[src/periph_bus_seq_pkg.sv]
/*
 * periph_bus_seq_pkg: shared constants for the peripheral bus and dram cycle sequencer.
 * assumes the system clock is 50 MHz and the bus clock is a divided enable.
 */
package periph_bus_seq_pkg;
	// ==========================================================
	// clocking
	localparam int unsigned   SYS_CLK_HZ        = 50_000_000;
	localparam logic [2:0]    BCLK_DIV_RESET    = 3'h2;
	localparam logic [2:0]    BCLK_DIV_MIN      = 3'h2;
	// ==========================================================
	// widths
	localparam int unsigned   ADDR_W            = 16;
	localparam int unsigned   DRAM_ADDR_W       = 10;
	localparam int unsigned   DRAM_DQ_W         = 16;
	localparam int unsigned   DATA_W            = 16;
	localparam int unsigned   CS_W              = 4;
	// ==========================================================
	// dram width codes
	localparam logic [1:0]    DRAM_W4           = 2'h0;
	localparam logic [1:0]    DRAM_W8           = 2'h1;
	localparam logic [1:0]    DRAM_W16          = 2'h2;
	// ==========================================================
	// sequencer states
	typedef enum logic [3:0] {
		ST_IDLE     = 4'b0000,
		ST_IO_SETUP = 4'b0001,
		ST_IO_STRB1 = 4'b0010,
		ST_IO_STRB2 = 4'b0011,
		ST_IO_HOLD  = 4'b0100,
		ST_DR_ROW   = 4'b0101,
		ST_DR_RAS   = 4'b0110,
		ST_DR_COL   = 4'b0111,
		ST_DR_CAS   = 4'b1000,
		ST_DR_LATCH = 4'b1001,
		ST_DR_PRE   = 4'b1010,
		ST_DR_END   = 4'b1011
	} seq_state_t;
endpackage

[src/periph_bus_dram_cycle_seq.sv]
/*
 * periph_bus_dram_cycle_seq: peripheral bus read/write cycles and dram page mode reads.
 * assumes requests come from logic on clk_sys_i; pin inputs are asynchronous.
 */
`timescale 1ns/10ps
`default_nettype none

// Operation
// - decoded chip select goes active one bus clock before the strobe
// - read strobe held active for two bus clocks
// - chip select held one bus clock after read strobe release
// - with auto step on, address advances one bus clock after read strobe release
// - write strobe held active for two bus clocks
// - write data driven one bus clock after chip select asserts
// - write data stays driven one bus clock after write strobe release
// - chip select held one bus clock after write strobe release
// - with auto step on, address advances one bus clock after write strobe release
// - dram read: row address first, read strobe one bus clock later
// - row strobe asserts one bus clock after row address valid
// - column address replaces row one bus clock after row strobe
// - column strobe asserts one bus clock after column address valid
// - one bus clock after column strobe: capture data, step column
// - column strobe released one bus clock after capture and step
// - column strobe stays high one bus clock between burst accesses
// - read strobe released within one system clock after both address strobes
// - dram width 4, or width 8 when wide, completes as page mode burst; width 16 is one access
// - burst applies to dma and host dram accesses alike
module periph_bus_dram_cycle_seq
	import periph_bus_seq_pkg::*;
(
	input  wire logic                   clk_sys_i,
	input  wire logic                   resetn_i,
	input  wire logic [2:0]             bclk_div_i,
	input  wire logic                   io_req_i,
	input  wire logic                   io_write_i,
	input  wire logic [ADDR_W-1:0]      io_addr_i,
	input  wire logic [DATA_W-1:0]      io_wdata_i,
	input  wire logic [CS_W-1:0]        cs_enable_i,
	input  wire logic [CS_W-1:0]        cs_select_i,
	input  wire logic                   address_auto_step_i,
	input  wire logic                   dram_req_i,
	input  wire logic                   dram_dma_i,
	input  wire logic                   dram_wide_i,
	input  wire logic [1:0]             dram_width_i,
	input  wire logic [19:0]            dram_addr_i,
	input  wire logic                   wide_transfer_request_n_i,
	input  wire logic [DATA_W-1:0]      bus_data_i,
	input  wire logic [DRAM_DQ_W-1:0]   dram_dq_i,
	output logic                        busy_o,
	output logic                        done_o,
	output logic                        done_wide_o,
	output logic [DATA_W-1:0]           rdata_o,
	output logic [CS_W-1:0]             chip_select_n_o,
	output logic                        read_strobe_n_o,
	output logic                        write_strobe_n_o,
	output logic [ADDR_W-1:0]           bus_addr_o,
	output logic [DATA_W-1:0]           bus_data_o,
	output logic                        bus_data_oe_o,
	output logic [DRAM_ADDR_W-1:0]      dram_addr_o,
	output logic                        row_strobe_n_o,
	output logic                        column_strobe_n_o
);
	// ==========================================================
	// bus clock enable divider
	logic [2:0]             div_cnt_q;
	logic                   bclk_en;
	logic [2:0]             div_lim;
	seq_state_t             st_q;

	// divisors below two are clamped; the bus clock must be slower than the system clock
	assign div_lim = (bclk_div_i < BCLK_DIV_MIN) ? BCLK_DIV_MIN : bclk_div_i;
	assign bclk_en = (div_cnt_q == 3'h0);

	always_ff @(posedge clk_sys_i or negedge resetn_i) begin
		if (!resetn_i) begin
			div_cnt_q <= 3'h0;
		end else if (st_q == ST_IDLE && (dram_req_i || io_req_i)) begin
			// restart on a take so every cycle step lands a whole bus clock apart
			div_cnt_q <= div_lim - 3'h1;
		end else if (bclk_en) begin
			div_cnt_q <= div_lim - 3'h1;
		end else begin
			div_cnt_q <= div_cnt_q - 3'h1;
		end
	end

	// ==========================================================
	// pin synchronisers
	logic                   io16_meta_q;
	logic                   io16_sync_q;
	logic [DATA_W-1:0]      bus_meta_q;
	logic [DATA_W-1:0]      bus_sync_q;
	logic [DRAM_DQ_W-1:0]   dq_meta_q;
	logic [DRAM_DQ_W-1:0]   dq_sync_q;

	// pins are caught by the first flop at the bus clock edge that samples them
	always_ff @(posedge clk_sys_i or negedge resetn_i) begin
		if (!resetn_i) begin
			io16_meta_q <= 1'b1;
			io16_sync_q <= 1'b1;
			bus_meta_q  <= 16'h0000;
			bus_sync_q  <= 16'h0000;
			dq_meta_q   <= 16'h0000;
			dq_sync_q   <= 16'h0000;
		end else begin
			io16_meta_q <= wide_transfer_request_n_i;
			io16_sync_q <= io16_meta_q;
			bus_meta_q  <= bus_data_i;
			bus_sync_q  <= bus_meta_q;
			dq_meta_q   <= dram_dq_i;
			dq_sync_q   <= dq_meta_q;
		end
	end

	// ==========================================================
	// beats per dram transfer
	function automatic logic [2:0] beats(input logic [1:0] w, input logic wide);
		logic [2:0] n;
		n = 3'h1;
		case (w)
			DRAM_W4:  n = wide ? 3'h4 : 3'h2;
			DRAM_W8:  n = wide ? 3'h2 : 3'h1;
			default:  n = 3'h1;
		endcase
		return n;
	endfunction

	// ==========================================================
	// sequencer
	logic                   wr_q;
	logic                   auto_q;
	logic                   wide_q;
	logic [DATA_W-1:0]      wdata_q;
	logic [1:0]             dw_q;
	logic [2:0]             beat_q;
	logic [2:0]             nbeat_q;
	logic [9:0]             col_q;
	logic [DATA_W-1:0]      acc_q;

	always_ff @(posedge clk_sys_i or negedge resetn_i) begin
		if (!resetn_i) begin
			st_q <= ST_IDLE;
		end else if (st_q == ST_IDLE) begin
			if (dram_req_i) begin
				st_q <= ST_DR_ROW;
			end else if (io_req_i) begin
				st_q <= ST_IO_SETUP;
			end
		end else if (st_q == ST_DR_END) begin
			st_q <= ST_IDLE;
		end else if (bclk_en) begin
			case (st_q)
				ST_IO_SETUP: st_q <= ST_IO_STRB1;
				ST_IO_STRB1: st_q <= ST_IO_STRB2;
				ST_IO_STRB2: st_q <= ST_IO_HOLD;
				ST_IO_HOLD:  st_q <= ST_IDLE;
				ST_DR_ROW:   st_q <= ST_DR_RAS;
				ST_DR_RAS:   st_q <= ST_DR_COL;
				ST_DR_COL:   st_q <= ST_DR_CAS;
				ST_DR_CAS:   st_q <= ST_DR_LATCH;
				ST_DR_LATCH: st_q <= (beat_q + 3'h1 == nbeat_q) ? ST_DR_END : ST_DR_PRE;
				ST_DR_PRE:   st_q <= ST_DR_CAS;
				default:     st_q <= ST_IDLE;
			endcase
		end
	end

	// request capture
	always_ff @(posedge clk_sys_i or negedge resetn_i) begin
		if (!resetn_i) begin
			wr_q     <= 1'b0;
			auto_q   <= 1'b0;
			wdata_q  <= 16'h0000;
			dw_q     <= DRAM_W16;
			nbeat_q  <= 3'h1;
		end else if (st_q == ST_IDLE) begin
			wr_q     <= io_write_i;
			auto_q   <= address_auto_step_i;
			wdata_q  <= io_wdata_i;
			dw_q     <= dram_width_i;
			nbeat_q  <= beats(dram_width_i, dram_wide_i | dram_dma_i & dram_wide_i);
		end
	end

	// sample pipe: a pin is caught by the first flop at the bus clock edge, used two clocks on
	logic [1:0]             smp_q;

	always_ff @(posedge clk_sys_i or negedge resetn_i) begin
		if (!resetn_i) begin
			smp_q <= 2'h0;
		end else begin
			smp_q[0] <= bclk_en && (st_q == ST_IO_SETUP || st_q == ST_IO_STRB2 || st_q == ST_DR_CAS);
			smp_q[1] <= smp_q[0];
		end
	end

	// wide transfer sample at strobe assertion
	always_ff @(posedge clk_sys_i or negedge resetn_i) begin
		if (!resetn_i) begin
			wide_q <= 1'b0;
		end else if (smp_q[1] && st_q == ST_IO_STRB1) begin
			wide_q <= !io16_sync_q;
		end else if (st_q == ST_IDLE && dram_req_i) begin
			wide_q <= dram_wide_i;
		end
	end

	// ==========================================================
	// peripheral bus pins
	always_ff @(posedge clk_sys_i or negedge resetn_i) begin
		if (!resetn_i) begin
			chip_select_n_o  <= 4'hF;
			read_strobe_n_o  <= 1'b1;
			write_strobe_n_o <= 1'b1;
		end else if (st_q == ST_IDLE && io_req_i && !dram_req_i) begin
			chip_select_n_o <= ~(cs_select_i & cs_enable_i);
		end else if (st_q == ST_IDLE && dram_req_i) begin
			chip_select_n_o <= 4'hF;
		end else if (st_q == ST_DR_END) begin
			read_strobe_n_o <= 1'b1;
		end else if (bclk_en) begin
			case (st_q)
				ST_IO_SETUP: begin
					read_strobe_n_o  <= wr_q;
					write_strobe_n_o <= !wr_q;
				end
				ST_IO_STRB2: begin
					read_strobe_n_o  <= 1'b1;
					write_strobe_n_o <= 1'b1;
				end
				ST_IO_HOLD:  chip_select_n_o <= 4'hF;
				ST_DR_ROW:   read_strobe_n_o <= 1'b0;
				default:     chip_select_n_o <= chip_select_n_o;
			endcase
		end
	end

	// write data drive window
	always_ff @(posedge clk_sys_i or negedge resetn_i) begin
		if (!resetn_i) begin
			bus_data_o    <= 16'h0000;
			bus_data_oe_o <= 1'b0;
		end else if (bclk_en && st_q == ST_IO_SETUP && wr_q) begin
			bus_data_o    <= wdata_q;
			bus_data_oe_o <= 1'b1;
		end else if (bclk_en && st_q == ST_IO_HOLD) begin
			bus_data_oe_o <= 1'b0;
		end
	end

	// address and auto step
	always_ff @(posedge clk_sys_i or negedge resetn_i) begin
		if (!resetn_i) begin
			bus_addr_o <= 16'h0000;
		end else if (st_q == ST_IDLE && io_req_i && !dram_req_i) begin
			bus_addr_o <= io_addr_i;
		end else if (bclk_en && st_q == ST_IO_HOLD && auto_q) begin
			bus_addr_o <= bus_addr_o + 16'h0001;
		end
	end

	// ==========================================================
	// dram pins and burst
	always_ff @(posedge clk_sys_i or negedge resetn_i) begin
		if (!resetn_i) begin
			dram_addr_o       <= 10'h000;
			row_strobe_n_o    <= 1'b1;
			column_strobe_n_o <= 1'b1;
			col_q             <= 10'h000;
			beat_q            <= 3'h0;
		end else if (st_q == ST_IDLE && dram_req_i) begin
			dram_addr_o <= dram_addr_i[19:10];
			col_q       <= dram_addr_i[9:0];
			beat_q      <= 3'h0;
		end else if (bclk_en) begin
			case (st_q)
				ST_DR_ROW:   row_strobe_n_o <= 1'b0;
				ST_DR_RAS:   dram_addr_o <= col_q;
				ST_DR_COL:   column_strobe_n_o <= 1'b0;
				ST_DR_CAS: begin
					col_q       <= col_q + 10'h001;
					dram_addr_o <= col_q + 10'h001;
				end
				ST_DR_LATCH: begin
					column_strobe_n_o <= 1'b1;
					beat_q            <= beat_q + 3'h1;
					if (beat_q + 3'h1 == nbeat_q) begin
						row_strobe_n_o <= 1'b1;
					end
				end
				ST_DR_PRE:   column_strobe_n_o <= 1'b0;
				default:     beat_q <= beat_q;
			endcase
		end
	end

	// data capture: the pin is caught one bus clock after the column strobe, then shifted in
	always_ff @(posedge clk_sys_i or negedge resetn_i) begin
		if (!resetn_i) begin
			acc_q <= 16'h0000;
		end else if (smp_q[1] && st_q == ST_DR_LATCH) begin
			case (dw_q)
				DRAM_W4:  acc_q <= {dq_sync_q[3:0], acc_q[15:4]};
				DRAM_W8:  acc_q <= {dq_sync_q[7:0], acc_q[15:8]};
				default:  acc_q <= dq_sync_q;
			endcase
		end
	end

	// ==========================================================
	// completion
	logic [DATA_W-1:0] packed_rd;

	// narrow beats shift in from the top; right-justify by the real beat count
	always_comb begin
		packed_rd = acc_q;
		case (dw_q)
			DRAM_W4:  packed_rd = (nbeat_q == 3'h4) ? acc_q : {8'h00, acc_q[15:8]};
			DRAM_W8:  packed_rd = (nbeat_q == 3'h2) ? acc_q : {8'h00, acc_q[15:8]};
			default:  packed_rd = acc_q;
		endcase
	end

	always_ff @(posedge clk_sys_i or negedge resetn_i) begin
		if (!resetn_i) begin
			busy_o      <= 1'b0;
			done_o      <= 1'b0;
			done_wide_o <= 1'b0;
			rdata_o     <= 16'h0000;
		end else begin
			busy_o      <= (st_q != ST_IDLE) || dram_req_i || io_req_i;
			done_o      <= 1'b0;
			if (st_q == ST_DR_END) begin
				done_o      <= 1'b1;
				done_wide_o <= wide_q;
				rdata_o     <= packed_rd;
			end else if (smp_q[1] && st_q == ST_IO_HOLD) begin
				done_o      <= 1'b1;
				done_wide_o <= wide_q;
				rdata_o     <= wide_q ? bus_sync_q : {8'h00, bus_sync_q[7:0]};
			end
		end
	end
endmodule

`default_nettype wire

[config.mk]
export PLATFORM = sky130hd
export DESIGN_NAME = periph_bus_dram_cycle_seq
export DESIGN_NICKNAME = d
export VERILOG_FILES = /design/src/periph_bus_seq_pkg.sv /design/src/periph_bus_dram_cycle_seq.sv
export SDC_FILE = /design/constraint.sdc
export NUM_CORES = 1
export LEC_CHECK = 0
export ABC_CLOCK_PERIOD_IN_PS = 5900
export BUFFER_PORTS_ARGS = -buffer_cell sky130_fd_sc_hd__buf_2
export CAP_MARGIN = 20
export CELL_PAD_IN_SITES_DETAIL_PLACEMENT = 0
export CELL_PAD_IN_SITES_GLOBAL_PLACEMENT = 1
export CORE_MARGIN = 5
export CORE_UTILIZATION = 46
export CTS_CLUSTER_SIZE = 20
export DETAILED_ROUTE_END_ITERATION = 10
export GPL_TIMING_DRIVEN = 0
export PLACE_DENSITY = 0.86
export SLEW_MARGIN = 15
export SYNTH_ARGS = -nofsm -noshare
export SYNTH_HDL_FRONTEND = slang
export SYNTH_SLANG_ARGS = --single-unit
[constraint.sdc]
create_clock -name clk_sys_i -period 5.9 [get_ports clk_sys_i]
set_input_delay 0.59 -clock clk_sys_i [delete_from_list [all_inputs] [get_ports clk_sys_i]]
set_output_delay 0.59 -clock clk_sys_i [all_outputs]
set_load 0.02 [all_outputs]
==> impl_results.rst, run 1 <==
.. list-table::
   :header-rows: 1

   * - Metric
     - Value
   * - Result of the run
     - completed
   * - Count of synthesis-stage warnings from yosys
     - 0
   * - Final cell area excluding filler cells
     - 10350 um2
   * - Clock root cell
     - clkbuf_16
   * - Buffers on Ports
     - 174
   * - Part of the cycle the worst path needs
     - 44.22%
   * - Clock slew at the register clock pins of the worst setup and hold paths
     - 0.08 ns
   * - Number of different library cells in the post-synthesis netlist
     - 65
   * - Avg Vias per Cell
     - 5.406
   * - Xor and xnor fraction of the mapped netlist area
     - 2.772%
   * - Number of placement rows
     - 49
   * - Syn_nets
     - 906
   * - Worst endpoint required time
     - 6.21 ns
   * - Count of flip-flops with a built-in enable after synthesis
     - 0
   * - Num ports
     - 176
   * - Terminus of the critical flop-to-flop path
     - bus_data_o[12]$_DFFE_PN0P_
   * - Area of placed instances
     - 9753 um2
   * - Number of CTS-inserted buffers
     - 17
   * - Worst-Margin Slew
     - 0.7987 ns
   * - Reg-to-reg startpoint
     - div_cnt_q[0]$_DFF_PN0_
   * - Area fraction in and, or, nand and nor cells after synthesis
     - 16.46%
   * - First-pass GRT wire length
     - 34.84 mm
   * - Worst VDD drop
     - 0.0002361 V
   * - Die ar.
     - 21370 um2
   * - Slew Limit Fails
     - 0
   * - Number of instances in the placed design
     - 1199
   * - Max Clock Freq
     - 383.3 MHz
   * - Final GP Congestion
     - 0.8870
   * - WL/cell
     - 17.25 um
   * - Global router's overall resource usage
     - 20.00%
   * - Summed negative setup slack over all endpoints
     - 0 ns
   * - DRC errors left
     - 0
   * - Power Total
     - 4.812 mW
   * - Most frequently used flop master after synthesis
     - dfrtp_1
   * - Effective utilization at floorplan
     - 47.17%
   * - Type of the worst setup path
     - register to register
   * - FF-to-FF setup slack
     - 3.29 ns
   * - Seq cells post-synth
     - 198
   * - Core ar.
     - 18090 um2
   * - Detail Route Antenna Nets
     - 0
   * - Area overhead of the layout relative to synthesis
     - 21.34%
   * - Final core occ
     - 57.23%
   * - Number of standard cells after synthesis
     - 794
   * - Number of inserted filler cells in the final layout
     - 1616
   * - CTS tree
     - yes
   * - Maximum clock insertion buffer count
     - 2
   * - Worst path arrival time
     - 2.92 ns
   * - Setup-failing EPs final
     - 0
   * - Overall die height
     - 146.2 um
   * - Largest net degree at the start of global routing
     - 88
   * - Number of setup buffers added after CTS
     - 0
   * - Max transition margin
     - 46.31%
   * - Number of buffers added to fix hold violations after cts
     - 0
   * - Category of the worst setup path capture point
     - register
   * - Final net count
     - 1101
   * - Post-synthesis share of cell area spent on full adders, half adders and majority gates
     - 0.8800%
   * - Number of diodes added for antenna fixing
     - 0
   * - Kind of launch point of the worst setup path
     - register
   * - Ratio of cells with drive above 1 in the final layout
     - 26.05%
   * - PwrDens
     - 464.9 nW/um2
   * - Fin Clk Skew
     - 0.01044 ns
   * - Post-synthesis compound-gate area fraction
     - 13.11%
   * - Number of iterations in the first detailed-routing pass
     - 5
   * - Vias after detailed routing
     - 6655
   * - Post-cts gate resize count
     - 0
   * - Remaining global-route overflow
     - 0
   * - Final-report hold violation count
     - 0
   * - Number of cells on the worst reg-to-reg path
     - 8
   * - Sequential share of the synthesized area
     - 58.26%
   * - Number of antenna violations at the first check in global routing
     - 2
   * - Largest fanout of any net on the critical path
     - 10
   * - HPWL after detailed placement
     - 15.18 mm
   * - RSZ-0062 raised after global routing
     - no
   * - Clk sink count
     - 198
   * - Share of cell area taken by muxes after synthesis
     - 5.456%
   * - Hold crit path type
     - input pin to asynchronous set/reset pin
   * - Async set-or-reset flop fraction in the synthesized netlist
     - 100.0%
   * - Worst-Skew Late Latency
     - 0.43 ns
   * - Max-cap check violation count
     - 0
   * - H-tree levels
     - 4
   * - Syn Area/Cell
     - 10.74 um2
   * - Summed instance area of the synthesized netlist
     - 8531 um2
   * - Main combinational cell family by area after synthesis
     - simple AND/OR/NAND/NOR gates
   * - Min Clock Period, post-route
     - 2.609 ns
   * - Finished Layout Cells
     - 1231
   * - Total wire length after detailed routing
     - 21.23 mm
   * - Number of global-route vias before repair
     - 6669
   * - Floorplan die width
     - 146.2 um
   * - Leakage power total
     - 4.706 nW
   * - Initial drt markers
     - 532
power by group:
part / internal, mW / switching, mW
sequential: 1.72 / 0.277
combinational: 0.630 / 1.01
clock: 0.620 / 0.552
logic make-up after synthesis:
kind of cell	after synthesis
AOI/OAI and AO/OA	180
xor gates and xnor gates	27
adders and majority gates	6
buffers and inverters	61
DFF	198
muxes	44
and+or+nand+nor	278
registers in the layout, indices dropped and copies added, names as in the netlist, 2 cells and up:
name             flops
bus_sync_q          16
div_cnt_q            3
bus_addr_o          16
col_q               10
chip_select_n_o      4
nbeat_q              3
smp_q                2
dq_meta_q           16
acc_q               16
beat_q               3
dram_addr_o         10
wdata_q             16
dw_q                 2
rdata_o             16
dq_sync_q           16
bus_data_o          16
bus_meta_q          16
st_q                 4
stage by stage:
step	hold slack (ns)	worst slack, ns
final	0.04320	3.291
after CTS	0.03762	3.249
after floorplan	0.2944	3.747
after global placement	0.3326	1.041
after detailed placement	0.3347	3.264
after global routing	0.04981	3.131
cells in the mapped netlist, types with 4 or more instances:
master    number  area share, %
nand2_1      119            5.2
or3_1          6           0.44
mux2i_1       24            2.8
o31ai_1        4           0.35
nor2_1        54            2.4
mux2_2        20            2.6
buf_2          5           0.29
dfstp_2       12            3.7
nor3b_1        4           0.35
xnor2_1       16            1.6
dfrtp_1      186             55
o211ai_1      14            1.2
o21a_1         5           0.44
nor2b_1        5           0.37
nor3_1         8           0.47
nand3_1       25            1.5
nand4_1       10           0.73
and3_1         6           0.44
xor2_1        11            1.1
nand2b_1       5           0.37
a221o_1        4           0.47
nand4b_1       5           0.51
a31oi_1       13           0.95
o21ai_1        4           0.23
a21oi_1       48            2.8
ha_1           6           0.88
inv_1         13           0.57
buf_1          8           0.35
nor4_1         6           0.44
o21ai_0       53            3.1
a211oi_1       5           0.44
clkbuf_1      30            1.3
critical path: stages, from the launching register on:
cell	delay [ns]
dfrtp_1	0.36
inv_1	0.09
ha_1	0.20
nor2b_1	0.13
buf_2	0.25
nand2_1	0.12
nor4b_4	0.67
buf_4	0.32
mux2_2	0.35
worst max-delay path by stage:
stage          cells after the start  slack [ns]              startpoint                    endpoint
2_1_floorplan                      8        3.75  div_cnt_q[0]$_DFF_PN0_  bus_data_o[10]$_DFFE_PN0P_
3_3_place_gp                       1        1.04                resetn_i  dram_addr_o[8]$_DFFE_PN0P_
3_5_place_dp                       8        3.26  div_cnt_q[0]$_DFF_PN0_  bus_data_o[12]$_DFFE_PN0P_
4_1_cts                            8        3.25  div_cnt_q[0]$_DFF_PN0_  bus_data_o[12]$_DFFE_PN0P_
5_1_grt                            8        3.13  div_cnt_q[0]$_DFF_PN0_  bus_data_o[12]$_DFFE_PN0P_
6_report                           8        3.29  div_cnt_q[0]$_DFF_PN0_  bus_data_o[12]$_DFFE_PN0P_
routing by layer:
metal / track usage [%] / part of all wire (%) / up-vias
met5: 0 / 0.099 / -
met4: 4.751 / 1.2 / 4
met3: 5.547 / 6.5 / 19
met2: 31.05 / 47 / 202
met1: 28.18 / 46 / 3224
li1: - / - / 3206
final cells by class:
cell class	instances	area, um2	share of cell area (%)
sequential	198	4970	48.01
timing repair buffer	176	935.9	9.041
clock inverter	12	151.4	1.463
inverter	13	48.80	0.4714
tap	229	286.5	2.768
clock buffer	20	446.7	4.315
buffer	48	212.7	2.055
multi-input combinational	535	3299	31.87
cell usage in the layout (no fill, tap or decap), types with 4 or more instances in the layout:
| cell | count |
|---|---|
| o21ai_1 | 4 |
| o21ai_0 | 53 |
| inv_1 | 13 |
| nor4_1 | 6 |
| nand4b_1 | 5 |
| mux2_2 | 20 |
| o31ai_1 | 4 |
| a211oi_1 | 5 |
| nor2b_1 | 5 |
| o211ai_1 | 14 |
| ha_1 | 6 |
| nand2b_1 | 5 |
| nand3_1 | 25 |
| nor3b_1 | 4 |
| and3_1 | 6 |
| nor2_1 | 54 |
| inv_6 | 4 |
| mux2i_1 | 24 |
| nand4_1 | 10 |
| nor3_1 | 8 |
| xnor2_1 | 16 |
| buf_1 | 8 |
| a21oi_1 | 48 |
| a31oi_1 | 13 |
| clkbuf_1 | 32 |
| dfstp_2 | 12 |
| or3_1 | 6 |
| xor2_1 | 11 |
| buf_2 | 178 |
| clkbuf_16 | 17 |
| dfrtp_1 | 186 |
| o21a_1 | 5 |
| inv_8 | 4 |
| a221o_1 | 4 |
| nand2_1 | 119 |
Power figures use the tool's default switching activity.
==> run 2: changes to the inputs <==
--- a/config.mk
+++ b/config.mk
@@ -5,17 +5,17 @@
 export SDC_FILE = /design/constraint.sdc
 export NUM_CORES = 1
 export LEC_CHECK = 0
-export ABC_CLOCK_PERIOD_IN_PS = 5900
+export ABC_CLOCK_PERIOD_IN_PS = 2700
 export BUFFER_PORTS_ARGS = -buffer_cell sky130_fd_sc_hd__buf_2
 export CAP_MARGIN = 20
 export CELL_PAD_IN_SITES_DETAIL_PLACEMENT = 0
 export CELL_PAD_IN_SITES_GLOBAL_PLACEMENT = 1
 export CORE_MARGIN = 5
-export CORE_UTILIZATION = 46
+export CORE_UTILIZATION = 43
 export CTS_CLUSTER_SIZE = 20
 export DETAILED_ROUTE_END_ITERATION = 10
 export GPL_TIMING_DRIVEN = 0
-export PLACE_DENSITY = 0.86
+export PLACE_DENSITY = 0.81
 export SLEW_MARGIN = 15
 export SYNTH_ARGS = -nofsm -noshare
 export SYNTH_HDL_FRONTEND = slang
==> constraint.sdc (replaced) <==
create_clock -name clk_sys_i -period 2.7 [get_ports clk_sys_i]
set_input_delay 0.27 -clock clk_sys_i [delete_from_list [all_inputs] [get_ports clk_sys_i]]
set_output_delay 0.27 -clock clk_sys_i [all_outputs]
set_load 0.02 [all_outputs]
==> run 2 against run 1 <==
  * Die area is 6.5% higher
  * Flip-flop and latch count stayed put
  * Count of clock-buffer cells in the layout is 3 lower
  * Fmax is 3.1% higher
  * Design area is 4.1% higher
  * Global-route usage is 0.35 points lower
  * Combinational power is 120% higher
  * Final cell count is 5.8% higher
  * Sequential power is 120% higher
  * Hold slack worse by 0.031 ns
  * Largest power group unchanged
==> impl_results.rst, run 2 (synthesized netlist as in run 1, its figures left out) <==
.. list-table::
   :header-rows: 1

   * - Metric
     - Value
   * - Core ar.
     - 19530 um2
   * - Floorplan die width
     - 150.9 um
   * - Number of diodes added for antenna fixing
     - 0
   * - Num ports
     - 176
   * - Terminus of the critical flop-to-flop path
     - dram_addr_o[4]$_DFFE_PN0P_
   * - Multi-input gate area in the final layout
     - 3299 um2
   * - Number of logic stages on the critical path including buffering
     - 6
   * - Maximum clock insertion buffer count
     - 2
   * - Slew Limit Fails
     - 0
   * - Ratio of cells with drive above 1 in the final layout
     - 25.36%
   * - Min Clock Period, post-route
     - 2.531 ns
   * - Type of the worst setup path
     - register to register
   * - Die ar.
     - 22760 um2
   * - Effective utilization at floorplan
     - 43.69%
   * - Start point of the critical path
     - st_q[0]$_DFFE_PN0P_
   * - Area overhead of the layout relative to synthesis
     - 26.31%
   * - Worst slack at placement
     - 0.05466 ns
   * - Global router's overall resource usage
     - 19.65%
   * - Post-cts gate resize count
     - 0
   * - H-tree levels
     - 4
   * - Number of inserted filler cells in the final layout
     - 1773
   * - Detail Route Antenna Nets
     - 0
   * - Total wire length after detailed routing
     - 21.73 mm
   * - CTS tree
     - yes
   * - Most frequent cells in the layout
     - dfrtp_1 (186), buf_2 (178), nand2_1 (119), nor2_1 (54), o21ai_0 (53)
   * - Cell breakdown of the critical path
     - buf_2 -> nor4_2 -> nand2_1 -> clkbuf_1 -> nand3_1 -> o211ai_1
   * - Worst VDD drop
     - 0.0005826 V
   * - Fin Clk Skew
     - 0.01298 ns
   * - RSZ-0062 raised after global routing
     - no
   * - Number of global-route vias before repair
     - 6680
   * - Max-cap check violation count
     - 0
   * - Hold crit path type
     - input pin to register
   * - Category of the worst setup path capture point
     - register
   * - Vias after detailed routing
     - 6774
   * - Slowest stage cell, crit path
     - nor4_2
   * - Worst-Skew Late Latency
     - 0.45 ns
   * - Final Hold Slack
     - 0.01211 ns
   * - Largest net degree at the start of global routing
     - 112
   * - Internal
     - 6.482 mW
   * - Kind of launch point of the worst setup path
     - register
   * - Number of iterations in the first detailed-routing pass
     - 5
   * - Worst path arrival time
     - 2.84 ns
   * - Summed negative setup slack over all endpoints
     - 0 ns
   * - Result of the run
     - completed
   * - Largest fanout of any net on the critical path
     - 10
   * - Final-report hold violation count
     - 0
   * - Overall die height
     - 150.9 um
   * - Switching share of power
     - 39.31%
   * - Combinational cell fraction of total power
     - 33.8%
   * - Area of all sequential standard cells
     - 4970 um2
   * - Family of cells with the greatest summed delay on the critical path
     - simple AND/OR/NAND/NOR gates
   * - Number of placement rows
     - 51
   * - Hold path startpoint
     - io_wdata_i[4]
   * - Buffer and inverter count on the worst path
     - 2
   * - Leakage power total
     - 4.862 nW
   * - Final GP Congestion
     - 0.8729
   * - Remaining global-route overflow
     - 0
   * - Switching pwr
     - 4.198 mW
   * - Share of total power in sequential cells
     - 41.0%
   * - Max Clock Freq
     - 395.0 MHz
   * - Number of cells on the worst reg-to-reg path
     - 6
   * - Power Total
     - 10.68 mW
   * - Fraction of power consumed by the clock network
     - 25.2%
   * - Clock slew at the register clock pins of the worst setup and hold paths
     - 0.08 ns
   * - Final WS setup
     - 0.1687 ns
   * - Clk sink count
     - 198
   * - Setup-failing EPs final
     - 0
   * - PwrDens
     - 991.1 nW/um2
   * - HPWL after detailed placement
     - 15.15 mm
   * - Number of CTS-inserted buffers
     - 17
   * - Part of the cycle the worst path needs
     - 93.75%
   * - Reg-to-reg startpoint
     - st_q[0]$_DFFE_PN0P_
   * - DRC errors left
     - 0
   * - Buffers on Ports
     - 174
   * - Max transition margin
     - 44.91%
   * - Number of antenna violations at the first check in global routing
     - 1
   * - Largest stage delay on the critical path
     - 0.75 ns
   * - Worst-Margin Slew
     - 0.8214 ns
   * - Worst hold endpoint
     - wdata_q[4]$_DFFE_PN0N_
   * - WL/cell
     - 16.69 um
   * - Avg Vias per Cell
     - 5.203
   * - First-pass GRT wire length
     - 34.91 mm
   * - Clock root cell
     - clkbuf_16
   * - Final net count
     - 1136
   * - Worst endpoint required time
     - 3.01 ns
   * - Cell depth of the worst hold path
     - 3
   * - Most frequent standard cell in the layout excluding fill and tap cells
     - dfrtp_1
   * - FF-to-FF setup slack
     - 0.17 ns
   * - Initial drt markers
     - 456
==> run 2: cell types whose count changed in the layout (fill, tap and decap cells not counted), sizes merged <==
cell,change
dlygate4sd3,+35
clkbuf,-3
clkinv,+2
inv,+2
bufinv,-1
==> run 2: worst max path at each step <==
stage                                             to  slack [ns]
after floorplan           bus_data_o[10]$_DFFE_PN0P_        0.55
after global placement       wdata_q[11]$_DFFE_PN0N_       -1.92
after detailed placement  bus_data_o[12]$_DFFE_PN0P_        0.05
after CTS                 bus_data_o[12]$_DFFE_PN0P_        0.03
after global routing      dram_addr_o[3]$_DFFE_PN0P_        0.04
final                     dram_addr_o[4]$_DFFE_PN0P_        0.17
==> run 2: metal layers <==
metal	up-vias	track usage (%)	wire length, um
met3	30	4.129	1434
li1	3286	-	-
met1	3262	27.94	9948
met4	2	6.029	381
met5	-	0	18
met2	194	30.48	9948
==> run 2: worst min-delay path, stage by stage <==
cell and delay (ns):
buf_2 0.07, nand2_1 0.04, nand2_1 0.04
==> run 2: per-stage QoR <==
stage	utilization (%)	instance area, um2	std cells
2_1_floorplan	-	8531	794
3_3_place_gp	49.85	9733	1233
3_5_place_dp	50.04	9771	1234
4_1_cts	55.09	10760	1300
5_1_grt	55.18	10780	1302
6_report	55.18	10780	1302
==> run 2: power by group through the flow <==
stage	Sequential, mW	Combinational, mW	Clock (mW)
2_1_floorplan	4.77	2.00	0
5_1_grt	4.49	4.01	2.88
3_5_place_dp	4.43	3.59	0
4_1_cts	4.38	3.63	2.75
3_3_place_gp	4.41	3.53	0
6_report	4.38	3.61	2.69
==> run 2: repair_timing <==
action,in CTS,in global routing
setup buffers,0,1
endpoints found under the hold margin,109,1
hold buffers,34,1
setup endpoints to repair,0,8
==> run 2: cell type report <==
cell class                 count  share of cell area [%]
multi-input combinational    535                   30.62
sequential                   198                   46.12
timing repair buffer         211                   11.75
clock inverter                15                   2.055
clock buffer                  17                   3.948
tap                          265                   3.077
inverter                      13                  0.4529
buffer                        48                   1.974
==> run 3: changes to the inputs <==
--- a/config.mk
+++ b/config.mk
@@ -15,7 +15,7 @@
 export CTS_CLUSTER_SIZE = 20
 export DETAILED_ROUTE_END_ITERATION = 10
 export GPL_TIMING_DRIVEN = 0
-export PLACE_DENSITY = 0.81
+export PLACE_DENSITY_LB_ADDON = 0.2
 export SLEW_MARGIN = 15
 export SYNTH_ARGS = -nofsm -noshare
 export SYNTH_HDL_FRONTEND = slang
==> run 3 against run 2 <==
  * Combinational power barely moved
  * Die area stayed put
  * Global-route usage shrank 0.095 points
  * Design area is 0.28% lower
  * Clock power down 4%
  * Critical path depth stayed put
  * Count of clock-buffer cells in the layout did not move
  * Total power down 1.1%
  * Clock skew is 0.0030 ns lower
  * Hold slack better by 0.020 ns
  * First-iteration DRC count shrank 30%
  * Non-clock buffer count is the same
  * Critical path type unchanged
  * Critical endpoint is now dram_addr_o[6]$_DFFE_PN0P_
  * Largest cell class unchanged
==> impl_results.rst, run 3 (synthesized netlist as in run 1, its figures left out) <==
.. list-table::
   :header-rows: 1

   * - Metric
     - Value
   * - Result of the run
     - completed
   * - Detail Route Antenna Nets
     - 0
   * - Kind of launch point of the worst setup path
     - register
   * - Worst-Skew Late Latency
     - 0.43 ns
   * - Largest fanout of any net on the critical path
     - 10
   * - Total wire length after detailed routing
     - 21.75 mm
   * - Num ports
     - 176
   * - Max-cap check violation count
     - 0
   * - Type of the worst setup path
     - register to register
   * - Combinational cell fraction of total power
     - 34.1%
   * - Final GP Congestion
     - 0.8647
   * - Effective utilization at floorplan
     - 43.69%
   * - Slew Limit Fails
     - 0
   * - Remaining global-route overflow
     - 0
   * - Setup-failing EPs final
     - 0
   * - HPWL after detailed placement
     - 15.30 mm
   * - Global-route met2 utilization
     - 31.06%
   * - Finished Layout Cells
     - 1302
   * - Clock root cell
     - clkbuf_16
   * - Fraction of power consumed by the clock network
     - 24.5%
   * - Met3 GRT Util
     - 4.339%
   * - Vias after detailed routing
     - 6748
   * - Ratio of cells with drive above 1 in the final layout
     - 25.46%
   * - Area overhead of the layout relative to synthesis
     - 25.96%
   * - Buffers on Ports
     - 174
   * - Fin Clk Skew
     - 0.01000 ns
   * - Min Clock Period, post-route
     - 2.309 ns
   * - RSZ-0062 raised after global routing
     - no
   * - Area of placed instances
     - 9771 um2
   * - Met1 global-route usage
     - 27.28%
   * - Most frequent standard cell in the layout excluding fill and tap cells
     - dfrtp_1
   * - Cell depth of the worst hold path
     - 3
   * - Worst-Margin Slew
     - 0.8857 ns
   * - DRC errors left
     - 0
   * - Share of total power in sequential cells
     - 41.4%
   * - Switching share of power
     - 38.38%
   * - Most congested layer reported by global routing
     - met2
   * - Maximum clock insertion buffer count
     - 2
   * - Final-report hold violation count
     - 0
   * - Category of the worst setup path capture point
     - register
   * - Internal
     - 6.509 mW
   * - WL/cell
     - 16.71 um
   * - Number of global-route vias before repair
     - 6620
   * - Worst VDD drop
     - 0.0004971 V
   * - Worst path arrival time
     - 2.58 ns
   * - Global router's overall resource usage
     - 19.56%
   * - Number of CTS-inserted buffers
     - 17
   * - Number of cells on the worst reg-to-reg path
     - 6
   * - Leakage power total
     - 4.844 nW
   * - Number of diodes added for antenna fixing
     - 0
   * - Hold crit path type
     - input pin to register
   * - First-pass GRT wire length
     - 34.99 mm
   * - CTS tree
     - yes
   * - Switching pwr
     - 4.054 mW
   * - Worst endpoint required time
     - 2.97 ns
   * - Core ar.
     - 19530 um2
   * - Floorplan die width
     - 150.9 um
   * - Avg Vias per Cell
     - 5.183
   * - Number of placement rows
     - 51
   * - Clk sink count
     - 198
   * - H-tree levels
     - 4
   * - Final net count
     - 1136
   * - Number of antenna violations at the first check in global routing
     - 1
   * - Number of instances in the placed design
     - 1234
   * - Max transition margin
     - 40.60%
   * - Number of iterations in the first detailed-routing pass
     - 5
   * - Initial drt markers
     - 319
   * - Max Clock Freq
     - 433.1 MHz
   * - Final cell area excluding filler cells
     - 10750 um2
   * - Clock slew at the register clock pins of the worst setup and hold paths
     - 0.07 ns
   * - Largest net degree at the start of global routing
     - 106
   * - Die ar.
     - 22760 um2
   * - Overall die height
     - 150.9 um
   * - PwrDens
     - 983.1 nW/um2
   * - Part of the cycle the worst path needs
     - 85.51%
   * - Most frequent cells in the layout
     - dfrtp_1 (186), buf_2 (178), nand2_1 (119), nor2_1 (54), o21ai_0 (53)
-- run 3: path summary, 6_finish.rpt --
path / from / to / slack (ns)
max: st_q[0]$_DFFE_PN0P_ / dram_addr_o[6]$_DFFE_PN0P_ / 0.39
max in group asynchronous: resetn_i / io16_meta_q$_DFF_PN1_ / 1.29
min reg2reg: dq_meta_q[4]$_DFF_PN0_ / dq_sync_q[4]$_DFF_PN0_ / 0.35
min in group asynchronous: resetn_i / bus_addr_o[7]$_DFFE_PN0P_ / 0.44
max reg2reg: st_q[0]$_DFFE_PN0P_ / dram_addr_o[6]$_DFFE_PN0P_ / 0.39
min: io_wdata_i[11] / wdata_q[11]$_DFFE_PN0N_ / 0.03
-- run 3: metrics by stage --
stage / hold WS (ns) / power (mW) / TNS, ns / worst slack, ns / utilization, %
floorplan: -0.02559 / 6.774 / 0 / 0.5466 / -
global placement: 0.3315 / 7.954 / -375.15 / -1.986 / 49.85
detailed placement: 0.3347 / 8.004 / 0 / 0.01119 / 50.04
CTS: 0.01296 / 10.66 / 0 / 0.02271 / 54.91
global route: 0.01930 / 11.26 / 0 / 0.2343 / 55.03
finish: 0.03192 / 10.56 / 0 / 0.3913 / 55.03
-- run 3: per-layer routing --
layer	share of wire (%)	wire [um]	up-vias
li1	-	-	3282
met1	45	9854	3279
met2	48	10350	159
met3	5.5	1203	26
met4	1.5	330	2
met5	0.060	13	-
-- run 3: critical path, cell delays in order, from the launching register on --
cell      delay, ns
dfrtp_1        0.41
buf_2          0.23
nor4_4         0.58
nand2_1        0.37
clkbuf_1       0.33
nor2_1         0.17
a31oi_1        0.07
-- run 3: area by class of cell --
cell class                 count  area, um2
buffer                        48      212.7
clock buffer                  17      425.4
clock inverter                15      185.2
fill                        1790       8781
inverter                      13      48.80
multi-input combinational    535       3308
sequential                   198       4970
tap                          265      331.6
timing repair buffer         211       1264
-- run 3: what timing repair did --
action	4_1_cts	5_1_grt
resized for setup	0	1
hold buffers	34	0
setup buffers	0	2
setup endpoints to repair	8	14
pin swaps	1	1
endpoints found under the hold margin	117	0
-- run 3: power by group through the flow --
stage	clock network (mW)	registers [mW]	logic (mW)
2_1_floorplan	0	4.77	2.00
3_3_place_gp	0	4.41	3.55
3_5_place_dp	0	4.42	3.58
4_1_cts	2.66	4.37	3.63
5_1_grt	2.79	4.48	4.00
6_report	2.59	4.37	3.61
